[src/include/apsm_regs.svh]
// constants of the asymmetric phy symbol mapper: counts, resets, timing
`ifndef APSM_REGS_SVH
`define APSM_REGS_SVH

// low-rate error-correction frame length in symbol transfers
`define APSM_FRAME_SYMBOLS      300
// symbol period is 1000 / (11.250 * S_up) ps, figures kept as printed
`define APSM_SYM_PERIOD_NUM_PS  1000
`define APSM_SYM_RATE_MILLI     11250
// nominal receive indication rate, per unit of rate factor
`define APSM_RX_NOM_RATE_MHZ    11250
// system clock period
`define APSM_CLK_PERIOD_PS      10000
// uplink rate factor
`define APSM_RATE_FACTOR        1

// side-stream scrambler shape and reset seed
`define APSM_SCR_WIDTH          33
`define APSM_SCR_SEED           33'h1FFFFFFFF
`define APSM_LS_SCR_TAPS        33'h100002000
`define APSM_HS_SCR_TAPS        33'h100000400

// symbol and level reset values, zero and training symbol values
`define APSM_TX_SYMB_RESET      2'h0
`define APSM_TX_SYMB_ZERO       2'h0
`define APSM_TRAIN_SYMB_DEFAULT 2'h1
`define APSM_LEVEL_RESET        3'h0
`define APSM_RX_BITS_RESET      2'h0

// pam levels in units of 1/3
`define APSM_LVL_M1             3'h5
`define APSM_LVL_M1_3           3'h7
`define APSM_LVL_P1_3           3'h1
`define APSM_LVL_P1             3'h3

`endif

[src/include/apsm_pkg.sv]
// types of the asymmetric phy symbol mapper
package apsm_pkg;

    // transmit mode indication from phy control
    typedef enum logic [1:0] {
        APSM_MODE_NORMAL = 2'h0,
        APSM_MODE_ZEROS  = 2'h1,
        APSM_MODE_TRAIN  = 2'h2
    } apsm_tx_mode_t;

    // line rate configuration
    typedef enum logic [1:0] {
        APSM_RATE_2G5 = 2'h0,
        APSM_RATE_5G  = 2'h1,
        APSM_RATE_10G = 2'h2
    } apsm_rate_t;

    // low-rate symbol source, one-hot
    typedef enum logic [3:0] {
        APSM_SRC_RESET = 4'h1,
        APSM_SRC_DATA  = 4'h2,
        APSM_SRC_ZERO  = 4'h4,
        APSM_SRC_TRAIN = 4'h8
    } apsm_src_t;

    // signed level in units of 1/3
    typedef logic signed [2:0] apsm_level_t;

    typedef struct packed {
        logic       valid;
        logic [1:0] symb;
    } apsm_ls_tx_t;

    typedef struct packed {
        logic       valid;
        logic [1:0] bits;
    } apsm_hs_in_t;

    typedef struct packed {
        logic        valid;
        apsm_level_t level;
    } apsm_hs_out_t;

    typedef struct packed {
        logic       valid;
        logic       pam2;
        logic [1:0] bits;
    } apsm_rx_ind_t;

endpackage

[src/hdl/apsm_scrambler.sv]
// side-stream additive scrambler, one or two sequence bits per step
`timescale 1ns/10ps
`include "apsm_regs.svh"
module apsm_scrambler #(
    parameter int                 WIDTH = `APSM_SCR_WIDTH,
    parameter logic [WIDTH-1:0]   TAPS  = `APSM_LS_SCR_TAPS,
    parameter logic [WIDTH-1:0]   SEED  = `APSM_SCR_SEED
) (
    // clock and reset
    input  wire logic             clock,
    input  wire logic             rst_n,
    input  wire logic             enable,
    // stepping
    input  wire logic             advance,
    input  wire logic             double_step,
    // sequence bits, bit 0 is the additive bit
    output logic [1:0]            seq_bits
);
    logic [WIDTH-1:0] state;

    // refused at elaboration: a short or all-zero register never moves
    if (WIDTH < 3 || SEED == '0) begin : g_bad_cfg
        $error("scrambler needs width of 3 or more and a nonzero seed");
    end

    function automatic logic [WIDTH-1:0] step(input logic [WIDTH-1:0] s);
        step = {s[WIDTH-2:0], ^(s & TAPS)};
    endfunction

    always_ff @(posedge clock or negedge rst_n) begin
        if (!rst_n) begin
            state <= SEED;
        end else if (enable && advance) begin
            state <= double_step ? step(step(state)) : step(state);
        end
    end

    assign seq_bits = state[1:0];
endmodule

[src/hdl/apsm_symbol_mapper.sv]
// pcs symbol path: low-rate symbol source, high-rate scramble and map, rx tag
//
// Operation
// - data mode sends gapless DME symbol stream
// - training mode sends only training symbols
// - zeros request in training sends zero symbols
// - quiet LPI in data mode sends zeros
// - one receive indication per detected symbol
// - 10G maps symbol values to PAM4 levels
// - 2.5G/5G maps bits to PAM2 levels
// - 2.5G/5G scrambles every superframe bit
// - additive bit xor data bit forms output
// - first polynomial low rate, second high
// - receiver reads PAM2 at 2.5G/5G
// - behaviour independent of optional client interface
// - symbol period from rate factor formula
// - normal mode emits coded symbols every period outside quiet LPI
// - low-rate frame spans 300 symbol transfers
`timescale 1ns/10ps
`include "apsm_regs.svh"
module apsm_symbol_mapper #(
    parameter int           RATE_FACTOR = `APSM_RATE_FACTOR,
    parameter int           FRAME_SYMBOLS = `APSM_FRAME_SYMBOLS,
    parameter logic [1:0]   TRAIN_SYMB  = `APSM_TRAIN_SYMB_DEFAULT
) (
    // clock and reset
    input  wire logic                     clock,
    input  wire logic                     rst_n,
    input  wire logic                     enable,
    // configuration and phy control
    input  wire apsm_pkg::apsm_rate_t     rate_cfg,
    input  wire apsm_pkg::apsm_tx_mode_t  tx_mode,
    input  wire logic                     lpi_quiet,
    // low-rate coded frame bits
    input  wire logic                     ls_bit,
    output logic                          ls_bit_taken,
    output logic                          ls_frame_start,
    // low-rate symbols to the attachment sublayer
    output apsm_pkg::apsm_ls_tx_t         ls_tx,
    // high-rate coded bits in, levels out
    input  wire apsm_pkg::apsm_hs_in_t    hs_in,
    output apsm_pkg::apsm_hs_out_t        hs_out,
    // receive side pins from the attachment sublayer
    input  wire logic                     rx_strobe_pin,
    input  wire logic [2:0]               rx_level_pin,
    output apsm_pkg::apsm_rx_ind_t        rx_ind
);
    // symbol period in fs, then whole clock cycles, never under one
    localparam longint SYM_PERIOD_FS = (longint'(`APSM_SYM_PERIOD_NUM_PS)
        * 64'd1000000) / (longint'(`APSM_SYM_RATE_MILLI) * RATE_FACTOR);
    localparam longint SYM_CYC_RAW = SYM_PERIOD_FS
        / (longint'(`APSM_CLK_PERIOD_PS) * 64'd1000);
    localparam int SYM_CYCLES = (SYM_CYC_RAW < 1) ? 1 : int'(SYM_CYC_RAW);
    localparam int DIV_W = (SYM_CYCLES > 1) ? $clog2(SYM_CYCLES) : 1;
    localparam int FRM_W = $clog2(FRAME_SYMBOLS);

    if (RATE_FACTOR < 1 || FRAME_SYMBOLS < 2) begin : g_bad_cfg
        $error("rate factor or frame length out of range");
    end

    function automatic apsm_pkg::apsm_level_t pam4_level(
        input logic [1:0] v);
        case (v)
            2'h0:    pam4_level = `APSM_LVL_M1;
            2'h1:    pam4_level = `APSM_LVL_M1_3;
            2'h2:    pam4_level = `APSM_LVL_P1_3;
            default: pam4_level = `APSM_LVL_P1;
        endcase
    endfunction

    function automatic logic is_pam2(input apsm_pkg::apsm_rate_t r);
        is_pam2 = (r != apsm_pkg::APSM_RATE_10G);
    endfunction

    // ---------------- low-rate symbol timing ----------------
    logic [DIV_W-1:0] div_cnt;
    logic             sym_tick;

    always_ff @(posedge clock or negedge rst_n) begin
        if (!rst_n) begin
            div_cnt <= '0;
        end else if (enable) begin
            if (div_cnt == DIV_W'(SYM_CYCLES - 1)) begin
                div_cnt <= '0;
            end else begin
                div_cnt <= div_cnt + DIV_W'(1);
            end
        end
    end
    assign sym_tick = enable && (div_cnt == DIV_W'(SYM_CYCLES - 1));

    // ---------------- symbol source selection ----------------
    apsm_pkg::apsm_src_t src;
    apsm_pkg::apsm_src_t next_src;

    always_comb begin
        case (tx_mode)
            apsm_pkg::APSM_MODE_NORMAL: next_src = apsm_pkg::APSM_SRC_DATA;
            apsm_pkg::APSM_MODE_ZEROS:  next_src = apsm_pkg::APSM_SRC_ZERO;
            apsm_pkg::APSM_MODE_TRAIN:  next_src = apsm_pkg::APSM_SRC_TRAIN;
            default:                    next_src = apsm_pkg::APSM_SRC_ZERO;
        endcase
    end

    // source changes only at a symbol boundary so no symbol is split
    always_ff @(posedge clock or negedge rst_n) begin
        if (!rst_n) begin
            src <= apsm_pkg::APSM_SRC_RESET;
        end else if (sym_tick) begin
            src <= next_src;
        end
    end

    // ---------------- low-rate scrambler and DME ----------------
    logic       ls_take;
    logic [1:0] ls_seq;
    logic       ls_scr_bit;
    logic       dme_level;
    logic [1:0] next_dme;

    // quiet LPI only applies once data mode is the live source
    assign ls_take = sym_tick && (src == apsm_pkg::APSM_SRC_DATA)
                     && !lpi_quiet;

    apsm_scrambler #(
        .WIDTH (`APSM_SCR_WIDTH),
        .TAPS  (`APSM_LS_SCR_TAPS),
        .SEED  (`APSM_SCR_SEED)
    ) u_ls_scr (
        .clock       (clock),
        .rst_n       (rst_n),
        .enable      (enable),
        .advance     (ls_take),
        .double_step (1'b0),
        .seq_bits    (ls_seq)
    );

    assign ls_scr_bit = ls_bit ^ ls_seq[0];
    // dme: level flips at every boundary, and again mid-bit for a one
    assign next_dme = {~dme_level, ls_scr_bit ? dme_level : ~dme_level};

    always_ff @(posedge clock or negedge rst_n) begin
        if (!rst_n) begin
            dme_level <= 1'b0;
        end else if (ls_take) begin
            dme_level <= next_dme[0];
        end
    end

    always_ff @(posedge clock or negedge rst_n) begin
        if (!rst_n) begin
            ls_tx <= '{valid: 1'b0, symb: `APSM_TX_SYMB_RESET};
        end else if (enable) begin
            ls_tx.valid <= sym_tick && (src != apsm_pkg::APSM_SRC_RESET);
            if (sym_tick) begin
                case (src)
                    apsm_pkg::APSM_SRC_DATA: begin
                        ls_tx.symb <= lpi_quiet ? `APSM_TX_SYMB_ZERO
                                                : next_dme;
                    end
                    apsm_pkg::APSM_SRC_ZERO: begin
                        ls_tx.symb <= `APSM_TX_SYMB_ZERO;
                    end
                    apsm_pkg::APSM_SRC_TRAIN: begin
                        ls_tx.symb <= TRAIN_SYMB;
                    end
                    default: begin
                        ls_tx.symb <= `APSM_TX_SYMB_RESET;
                    end
                endcase
            end
        end
    end

    // ---------------- frame position ----------------
    logic [FRM_W-1:0] frm_cnt;

    always_ff @(posedge clock or negedge rst_n) begin
        if (!rst_n) begin
            frm_cnt        <= '0;
            ls_frame_start <= 1'b0;
            ls_bit_taken   <= 1'b0;
        end else if (enable) begin
            ls_bit_taken   <= ls_take;
            ls_frame_start <= ls_take && (frm_cnt == '0);
            if (ls_take) begin
                if (frm_cnt == FRM_W'(FRAME_SYMBOLS - 1)) begin
                    frm_cnt <= '0;
                end else begin
                    frm_cnt <= frm_cnt + FRM_W'(1);
                end
            end
        end
    end

    // ---------------- high-rate scramble and level map ----------------
    logic       hs_pam2;
    logic [1:0] hs_seq;
    logic [1:0] hs_scr;

    assign hs_pam2 = is_pam2(rate_cfg);

    apsm_scrambler #(
        .WIDTH (`APSM_SCR_WIDTH),
        .TAPS  (`APSM_HS_SCR_TAPS),
        .SEED  (`APSM_SCR_SEED)
    ) u_hs_scr (
        .clock       (clock),
        .rst_n       (rst_n),
        .enable      (enable),
        .advance     (hs_in.valid),
        .double_step (!hs_pam2),
        .seq_bits    (hs_seq)
    );

    // every bit meets its own sequence bit before mapping
    assign hs_scr = hs_in.bits ^ (hs_pam2 ? {1'b0, hs_seq[0]}
                                          : hs_seq);

    always_ff @(posedge clock or negedge rst_n) begin
        if (!rst_n) begin
            hs_out <= '{valid: 1'b0, level: `APSM_LEVEL_RESET};
        end else if (enable) begin
            hs_out.valid <= hs_in.valid;
            if (hs_in.valid) begin
                if (hs_pam2) begin
                    hs_out.level <= hs_scr[0] ? `APSM_LVL_P1
                                              : `APSM_LVL_M1;
                end else begin
                    hs_out.level <= pam4_level(hs_scr);
                end
            end
        end
    end

    // ---------------- receive symbol tagging ----------------
    // strobe toggles once per symbol on the recovered clock; the level
    // must stay put for three clocks around each toggle to cross intact
    logic [1:0] rx_sync_tgl;
    logic [2:0] rx_sync_lvl1;
    logic [2:0] rx_sync_lvl2;
    logic       rx_tgl_seen;
    logic       rx_event;
    logic [1:0] rx_bits;

    always_ff @(posedge clock or negedge rst_n) begin
        if (!rst_n) begin
            rx_sync_tgl  <= 2'h0;
            rx_sync_lvl1 <= 3'h0;
            rx_sync_lvl2 <= 3'h0;
            rx_tgl_seen  <= 1'b0;
        end else if (enable) begin
            rx_sync_tgl  <= {rx_sync_tgl[0], rx_strobe_pin};
            rx_sync_lvl1 <= rx_level_pin;
            rx_sync_lvl2 <= rx_sync_lvl1;
            rx_tgl_seen  <= rx_sync_tgl[1];
        end
    end

    assign rx_event = enable && (rx_sync_tgl[1] != rx_tgl_seen);

    // sign slicer for two levels, inverse of the transmit table for four
    always_comb begin
        if (is_pam2(rate_cfg)) begin
            rx_bits = {1'b0, !rx_sync_lvl2[2]};
        end else begin
            rx_bits = {!rx_sync_lvl2[2], rx_sync_lvl2[1]};
        end
    end

    // one indication per symbol; no client-interface option alters it
    always_ff @(posedge clock or negedge rst_n) begin
        if (!rst_n) begin
            rx_ind <= '{valid: 1'b0, pam2: 1'b1, bits: `APSM_RX_BITS_RESET};
        end else if (enable) begin
            rx_ind.valid <= rx_event;
            if (rx_event) begin
                rx_ind.pam2 <= is_pam2(rate_cfg);
                rx_ind.bits <= rx_bits;
            end
        end
    end
endmodule

[config.mk]
export PLATFORM = sky130hd
export DESIGN_NAME = apsm_symbol_mapper
export DESIGN_NICKNAME = d
export VERILOG_FILES = /design/src/include/apsm_pkg.sv /design/src/hdl/apsm_scrambler.sv /design/src/hdl/apsm_symbol_mapper.sv
export VERILOG_INCLUDE_DIRS = /design/src /design/src/include
export SDC_FILE = /design/constraint.sdc
export NUM_CORES = 1
export LEC_CHECK = 0
export BUFFER_PORTS_ARGS = -buffer_cell sky130_fd_sc_hd__buf_2
export CAP_MARGIN = 20
export CORE_MARGIN = 8
export CORE_UTILIZATION = 50
export CTS_BUF_LIST = sky130_fd_sc_hd__clkbuf_16
export CTS_CLUSTER_SIZE = 28
export DETAILED_ROUTE_END_ITERATION = 7
export PLACE_DENSITY = 0.68
export SETUP_SLACK_MARGIN = 0.02
export SKIP_CTS_REPAIR_TIMING = 1
export SLEW_MARGIN = 20
export SYNTH_ARGS = -nofsm -noshare
export SYNTH_HDL_FRONTEND = slang
export SYNTH_SLANG_ARGS = --single-unit
export TNS_END_PERCENT = 100
[constraint.sdc]
create_clock -name clock -period 4.25 [get_ports clock]
set_input_delay 0.2125 -clock clock [delete_from_list [all_inputs] [get_ports clock]]
set_output_delay 0.2125 -clock clock [all_outputs]
set_load 0.02 [all_outputs]
==> qor.csv, run 1 <==
metric,value,unit
post-synthesis sequential area ratio,0.591,
aggregate global routing overflow,0,
synthesis-to-layout area growth,10.3,%
min-delay worst type,in -> async,
Commonest cells post-synth,"nand2_1 (147), dfstp_2 (68), o21ai_0 (44), dfrtp_1 (32), mux2i_1 (31)",
worst vdd rail ir drop,0.228,mV
via count,2809,
Multi-input gate area,1650,µm²
CORE AREA,8590,µm²
Die X,110,µm
Slew HR,0.353,
CTS root buffer,clkbuf_16,
final hold vios,24,
worst r2r dst,frm_cnt[4],
signal arrival time at the worst endpoint,2.41,ns
Tmin final,2.19,ns
final WL,7120,µm
Worst EP required,4.47,ns
first-pass GRT wire length,12500,µm
R2R depth,5,
register bit count reported by yosys,100,
Post-Syn Area,4380,µm²
Synth area leader,dfstp_2,
worst r2r src,src[3],
failing checks,negative hold slack,
Final Setup Violations,0,
Clock Latency Late Sink,0.33,ns
CTS sink cnt,100,
Die Area,12000,µm²
"Top FF cell, synth",dfstp_2,
post-synth top area share,0.408,
"EDFF count, synth",0,
Syn. warnings,0,
Comb pwr share,0.116,
Unique masters post-synth,37,
Crit. Startpoint,src[3],
Bufs and invs on worst path,1,
# H-tree levels,3,
pre-CTS setup slack,1.87,ns
CTS max path bufs,2,
max incr delay on CP,0.66,ns
final worst slack,2.06,ns
largest cells by area after synthesis,"dfstp_2 (41%), dfrtp_1 (18%), nand2_1 (13%), mux2i_1 (7.1%), o21ai_0 (5.0%)",
PortBufs,27,
flop-to-flop setup slack,2.06,ns
Max Clock Skew,0.00659,ns
Int Pwr,1.54,mW
critical path's top delay family,simple AND/OR/NAND/NOR gates,
Final Cycle Share,0.515,
cell area power density,430,nW/µm²
top-count cell post-synth,nand2_1,
RSZ-0062 raised after global routing,false,
DR iter-0 viols,117,
vias per cell,5.04,
Psw,540,µW
critical path type,reg -> reg,
Ports,29,
vias in the first global route,2683,
Critical-path top delay cell,and2_1,
Setup crit end kind,flip-flop,
sw frac,0.260,
Std-Cell Rows,34,
Hold Slack,-0.0516,ns
Clk pwr share,0.348,
GR Util All Layers,0.129,
TNS Setup,0,ns
Slew @ Worst Pin,0.966,ns
fill cell count,753,
Worst Setup Start Kind,flip-flop,
chip height,110,µm
"FFs w/ async S/R, synth",1.00,
syn_nets,443,
1st-pass router iterations,4,
status,"complete, but fails checks",
initial antenna violation count,0,
initial core utilization,0.510,
crit path cell chain,"nor4b_4, and2_1, buf_4, nand4_1, xnor2_1",
"Max FO, Critical Path",24,
drt drc,0,
HPWL after DPL,4580,µm
crit path to,frm_cnt[4],
Clock transition at path regs,0.07,ns
DR WL/cell,12.8,µm
antenna diode count,0,
# nets final,462,
CTS Buf Count,9,
share of cells above drive strength 1,0.276,
CTS tree,built,
achievable frequency,457,MHz
pins over their slew limit,0,
register area,2590,µm²
post-route ant nets,0,
sequential power share,0.536,
WP depth,5,
Syn Area/Cell,10.3,µm²
Mapped Cells,425,
Lkg Pwr,2.10,nW
gpl congestion,0.713,
largest net degree at the start of global routing,70,
Max-Cap Viols,0,
per-layer routing:
metal  part of all wire  track usage  vias to the layer above  wire (µm)
met5                  0            0                        -          0
met4              0.012       0.0405                        0         82
met3              0.042       0.0358                        8        302
met2               0.47        0.208                       32       3320
met1               0.48        0.164                     1329       3420
li1                   -            -                     1440          -
layout make-up:
type | count | area share
clock buffer | 9 | 0.0466
clock inverter | 7 | 0.00751
inverter | 6 | 0.00466
multi-input combinational | 296 | 0.342
sequential | 100 | 0.535
tap | 108 | 0.0280
timing repair buffer | 31 | 0.0362
worst register-to-register path, stage by stage, from the launching register on:
cell     delay [ns]
dfrtp_1        0.42
nor4b_4        0.31
and2_1         0.66
buf_4          0.39
nand4_1        0.15
xnor2_1        0.15
power by group through the flow:
stage          sequential (mW)  clock (mW)  combinational, mW
6_report                  1.11       0.722              0.242
5_1_grt                   1.13       0.787              0.273
4_1_cts                   1.11       0.749              0.248
3_3_place_gp              1.12           0              0.241
3_5_place_dp              1.13           0              0.246
2_1_floorplan             1.13           0              0.158
per-stage QoR:
step           hold slack (ns)  instance area (µm²)  std cells  power (mW)   util
2_1_floorplan          -0.0831                 4380        425        1.29      -
3_3_place_gp             0.345                 4560        540        1.37  0.530
3_5_place_dp             0.347                 4570        541        1.37  0.532
4_1_cts                -0.0140                 4830        557        2.11  0.563
5_1_grt                 0.0153                 4830        557        2.19  0.563
6_report               -0.0516                 4830        557        2.08  0.563
registers in the layout (all words and copies together), names as in the netlist, 2 cells and up:
signal          cells
u_ls_scr.state     33
rx_sync_lvl2        2
rx_sync_tgl         2
rx_ind              4
ls_tx               3
hs_out              4
frm_cnt             9
src                 4
u_hs_scr.state     33
rx_sync_lvl1        2
layout by cell type (no fill, tap or decap), types with 4 or more instances in the layout:
| cell type | count |
|---|---|
| inv_1 | 8 |
| buf_4 | 4 |
| nor2_1 | 7 |
| clkbuf_16 | 9 |
| a21oi_1 | 5 |
| dfstp_2 | 68 |
| xnor2_1 | 9 |
| nand2_1 | 146 |
| buf_2 | 26 |
| nand3_1 | 6 |
| dfrtp_1 | 32 |
| mux2_2 | 8 |
| o21ai_0 | 44 |
| mux2i_1 | 31 |
how the worst min path moves through the flow:
stage / startpoint / endpoint / depth (start not counted)
final: rst_n / src[1] / 1
after CTS: rst_n / ls_tx[2] / 1
after floorplan: rst_n / dme_level / 0
after global routing: rst_n / src[1] / 1
after detailed placement: rst_n / ls_tx[2] / 1
after global placement: rst_n / rx_sync_tgl[0] / 1
kinds of logic (layout without fill, tap and decap cells):
kind of cell | count (synthesis) | count (layout) | share of synthesized area
adders and majority gates | 2 | 2 | 0.00571
xor gates and xnor gates | 12 | 12 | 0.0240
DFF | 100 | 100 | 0.591
muxes | 39 | 39 | 0.0914
buffers and inverters | 29 | 53 | 0.0334
and+or+nand+nor | 181 | 181 | 0.175
AOI/OAI and AO/OA | 62 | 62 | 0.0797
No activity file was read; power rests on OpenSTA's default activity.
==> inputs of run 2 (changes only) <==
clock period = 2.2 ns   (was 4.25 ns; I/O delays follow)
==> qor.csv, run 2 (synthesis gave the netlist of run 1 again) <==
metric,value,unit,change
Bufs and invs on worst path,1,,unchanged
synthesis-to-layout area growth,12.5,%,
drt drc,0,,unchanged
Hold Slack,0.0127,ns,+0.0643 ns
final WL,7220,µm,+1.3%
biggest regs,"u_hs_scr.state (33), u_ls_scr.state (33), frm_cnt (9)",,
vias per cell,5.13,,+1.7%
Slew HR,0.458,,+0.105
Final Cycle Share,0.800,,+0.284
CTS sink cnt,100,,unchanged
vias in the first global route,2792,,+4.1%
initial core utilization,0.510,,unchanged
min-delay worst type,in -> reg,,
Max Clock Skew,0.00865,ns,+0.00206 ns
Critical-path top delay cell,dfrtp_1,,
initial antenna violation count,0,,unchanged
"commonest cells after routing, fill and taps aside","nand2_1 (146), dfstp_2 (68), o21ai_0 (44)",,
pins over their slew limit,0,,unchanged
achievable frequency,569,MHz,+25%
Worst Setup Start Kind,flip-flop,,
flop-to-flop setup slack,0.44,ns,-1.62 ns
CTS tree,built,,
PortBufs,27,,unchanged
# nets final,470,,+1.7%
critical path type,reg -> reg,,
Worst EP required,2.46,ns,-2.01 ns
chip height,110,µm,unchanged
CORE AREA,8590,µm²,unchanged
Setup crit end kind,flip-flop,,
antenna diode count,0,,unchanged
overall power,4.12,mW,+98%
share of cells above drive strength 1,0.289,,+0.0127
final worst slack,0.441,ns,-1.62 ns
Slew @ Worst Pin,0.812,ns,-0.154 ns
crit path cell chain,"nor4b_4, and2_1, buf_4, nand3_1, o21ai_0",,
RSZ-0062 raised after global routing,false,,
Clock transition at path regs,0.07,ns,about the same
pre-CTS setup slack,0.455,ns,-1.42 ns
largest net degree at the start of global routing,60,,-14%
final hold vios,0,,-100%
"commonest non-fill, non-tap cell in the layout",nand2_1,,
CTS max path bufs,2,,unchanged
Final Setup Violations,0,,unchanged
Tmin final,1.76,ns,-0.432 ns
1st-pass router iterations,4,,unchanged
status,"complete, no violations",,
max incr delay on CP,0.42,ns,-0.24 ns
CTS root buffer,clkbuf_16,,
# H-tree levels,3,,unchanged
CTS Buf Count,9,,unchanged
first-pass GRT wire length,12600,µm,+0.78%
aggregate global routing overflow,0,,unchanged
gpl congestion,0.712,,-0.15%
DR WL/cell,12.8,µm,-0.13%
Die X,110,µm,unchanged
Ports,29,,unchanged
Clock Latency Late Sink,0.34,ns,about the same
worst vdd rail ir drop,0.382,mV,+68%
cell area power density,836,nW/µm²,+94%
post-route ant nets,0,,unchanged
via count,2899,,+3.2%
HPWL after DPL,4710,µm,+2.9%
signal arrival time at the worst endpoint,2.02,ns,-0.39 ns
DR iter-0 viols,147,,+26%
GR Util All Layers,0.131,,+0.00230
Die Area,12000,µm²,unchanged
TNS Setup,0,ns,unchanged
Lkg Pwr,2.15,nW,+2.3%
critical path's top delay family,simple AND/OR/NAND/NOR gates,,
"Max FO, Critical Path",23,,-4.2%
Std-Cell Rows,34,,unchanged
Max-Cap Viols,0,,unchanged
==> run 2: per-stage QoR <==
stage                     utilization  area [µm²]  cells
after floorplan                     -        4380    425
after global placement          0.536        4610    545
after detailed placement        0.536        4610    545
after CTS                       0.569        4890    561
after global routing            0.574        4930    565
final                           0.574        4930    565
==> run 2: cell type report <==
class	count	area [µm²]
clock buffers	9	225
clock inverters	7	57.6
fillers	752	3660
inverters	6	22.5
multi-input cells	296	1650
flip-flops and latches	100	2590
well taps	108	135
repair buffers	39	250
==> run 2: final timing paths <==
| check | endpoint | depth (start not counted) | from |
|---|---|---|---|
| max | frm_cnt[0] | 5 | src[3] |
| min | rx_sync_lvl1[1] | 2 | rx_level_pin[1] |
| max reg2reg | frm_cnt[0] | 5 | src[3] |
| min reg2reg | u_ls_scr.state[22] | 2 | u_ls_scr.state[21] |
| max in group asynchronous | u_hs_scr.state[22] | 3 | rst_n |
| min in group asynchronous | ls_tx[2] | 2 | rst_n |
==> run 2: routing by layer <==
layer  wire, µm  up-vias  global-route usage
met5          0        -                   0
met4         57        0              0.0434
met3        327        4              0.0445
met2       3380       42               0.212
met1       3450     1390               0.160
li1           -     1463                   -
==> run 2: worst reg2reg max path: stages (launching register included) <==
cell     delay, ns
dfrtp_1       0.42
nor4b_4       0.32
and2_1        0.42
buf_4         0.33
nand3_1       0.11
o21ai_0       0.08
==> run 2: where the power goes <==
group | switching, mW | internal [mW]
sequential | 0.121 | 2.03
combinational | 0.283 | 0.201
clock | 0.702 | 0.785
total | 1.11 | 3.01
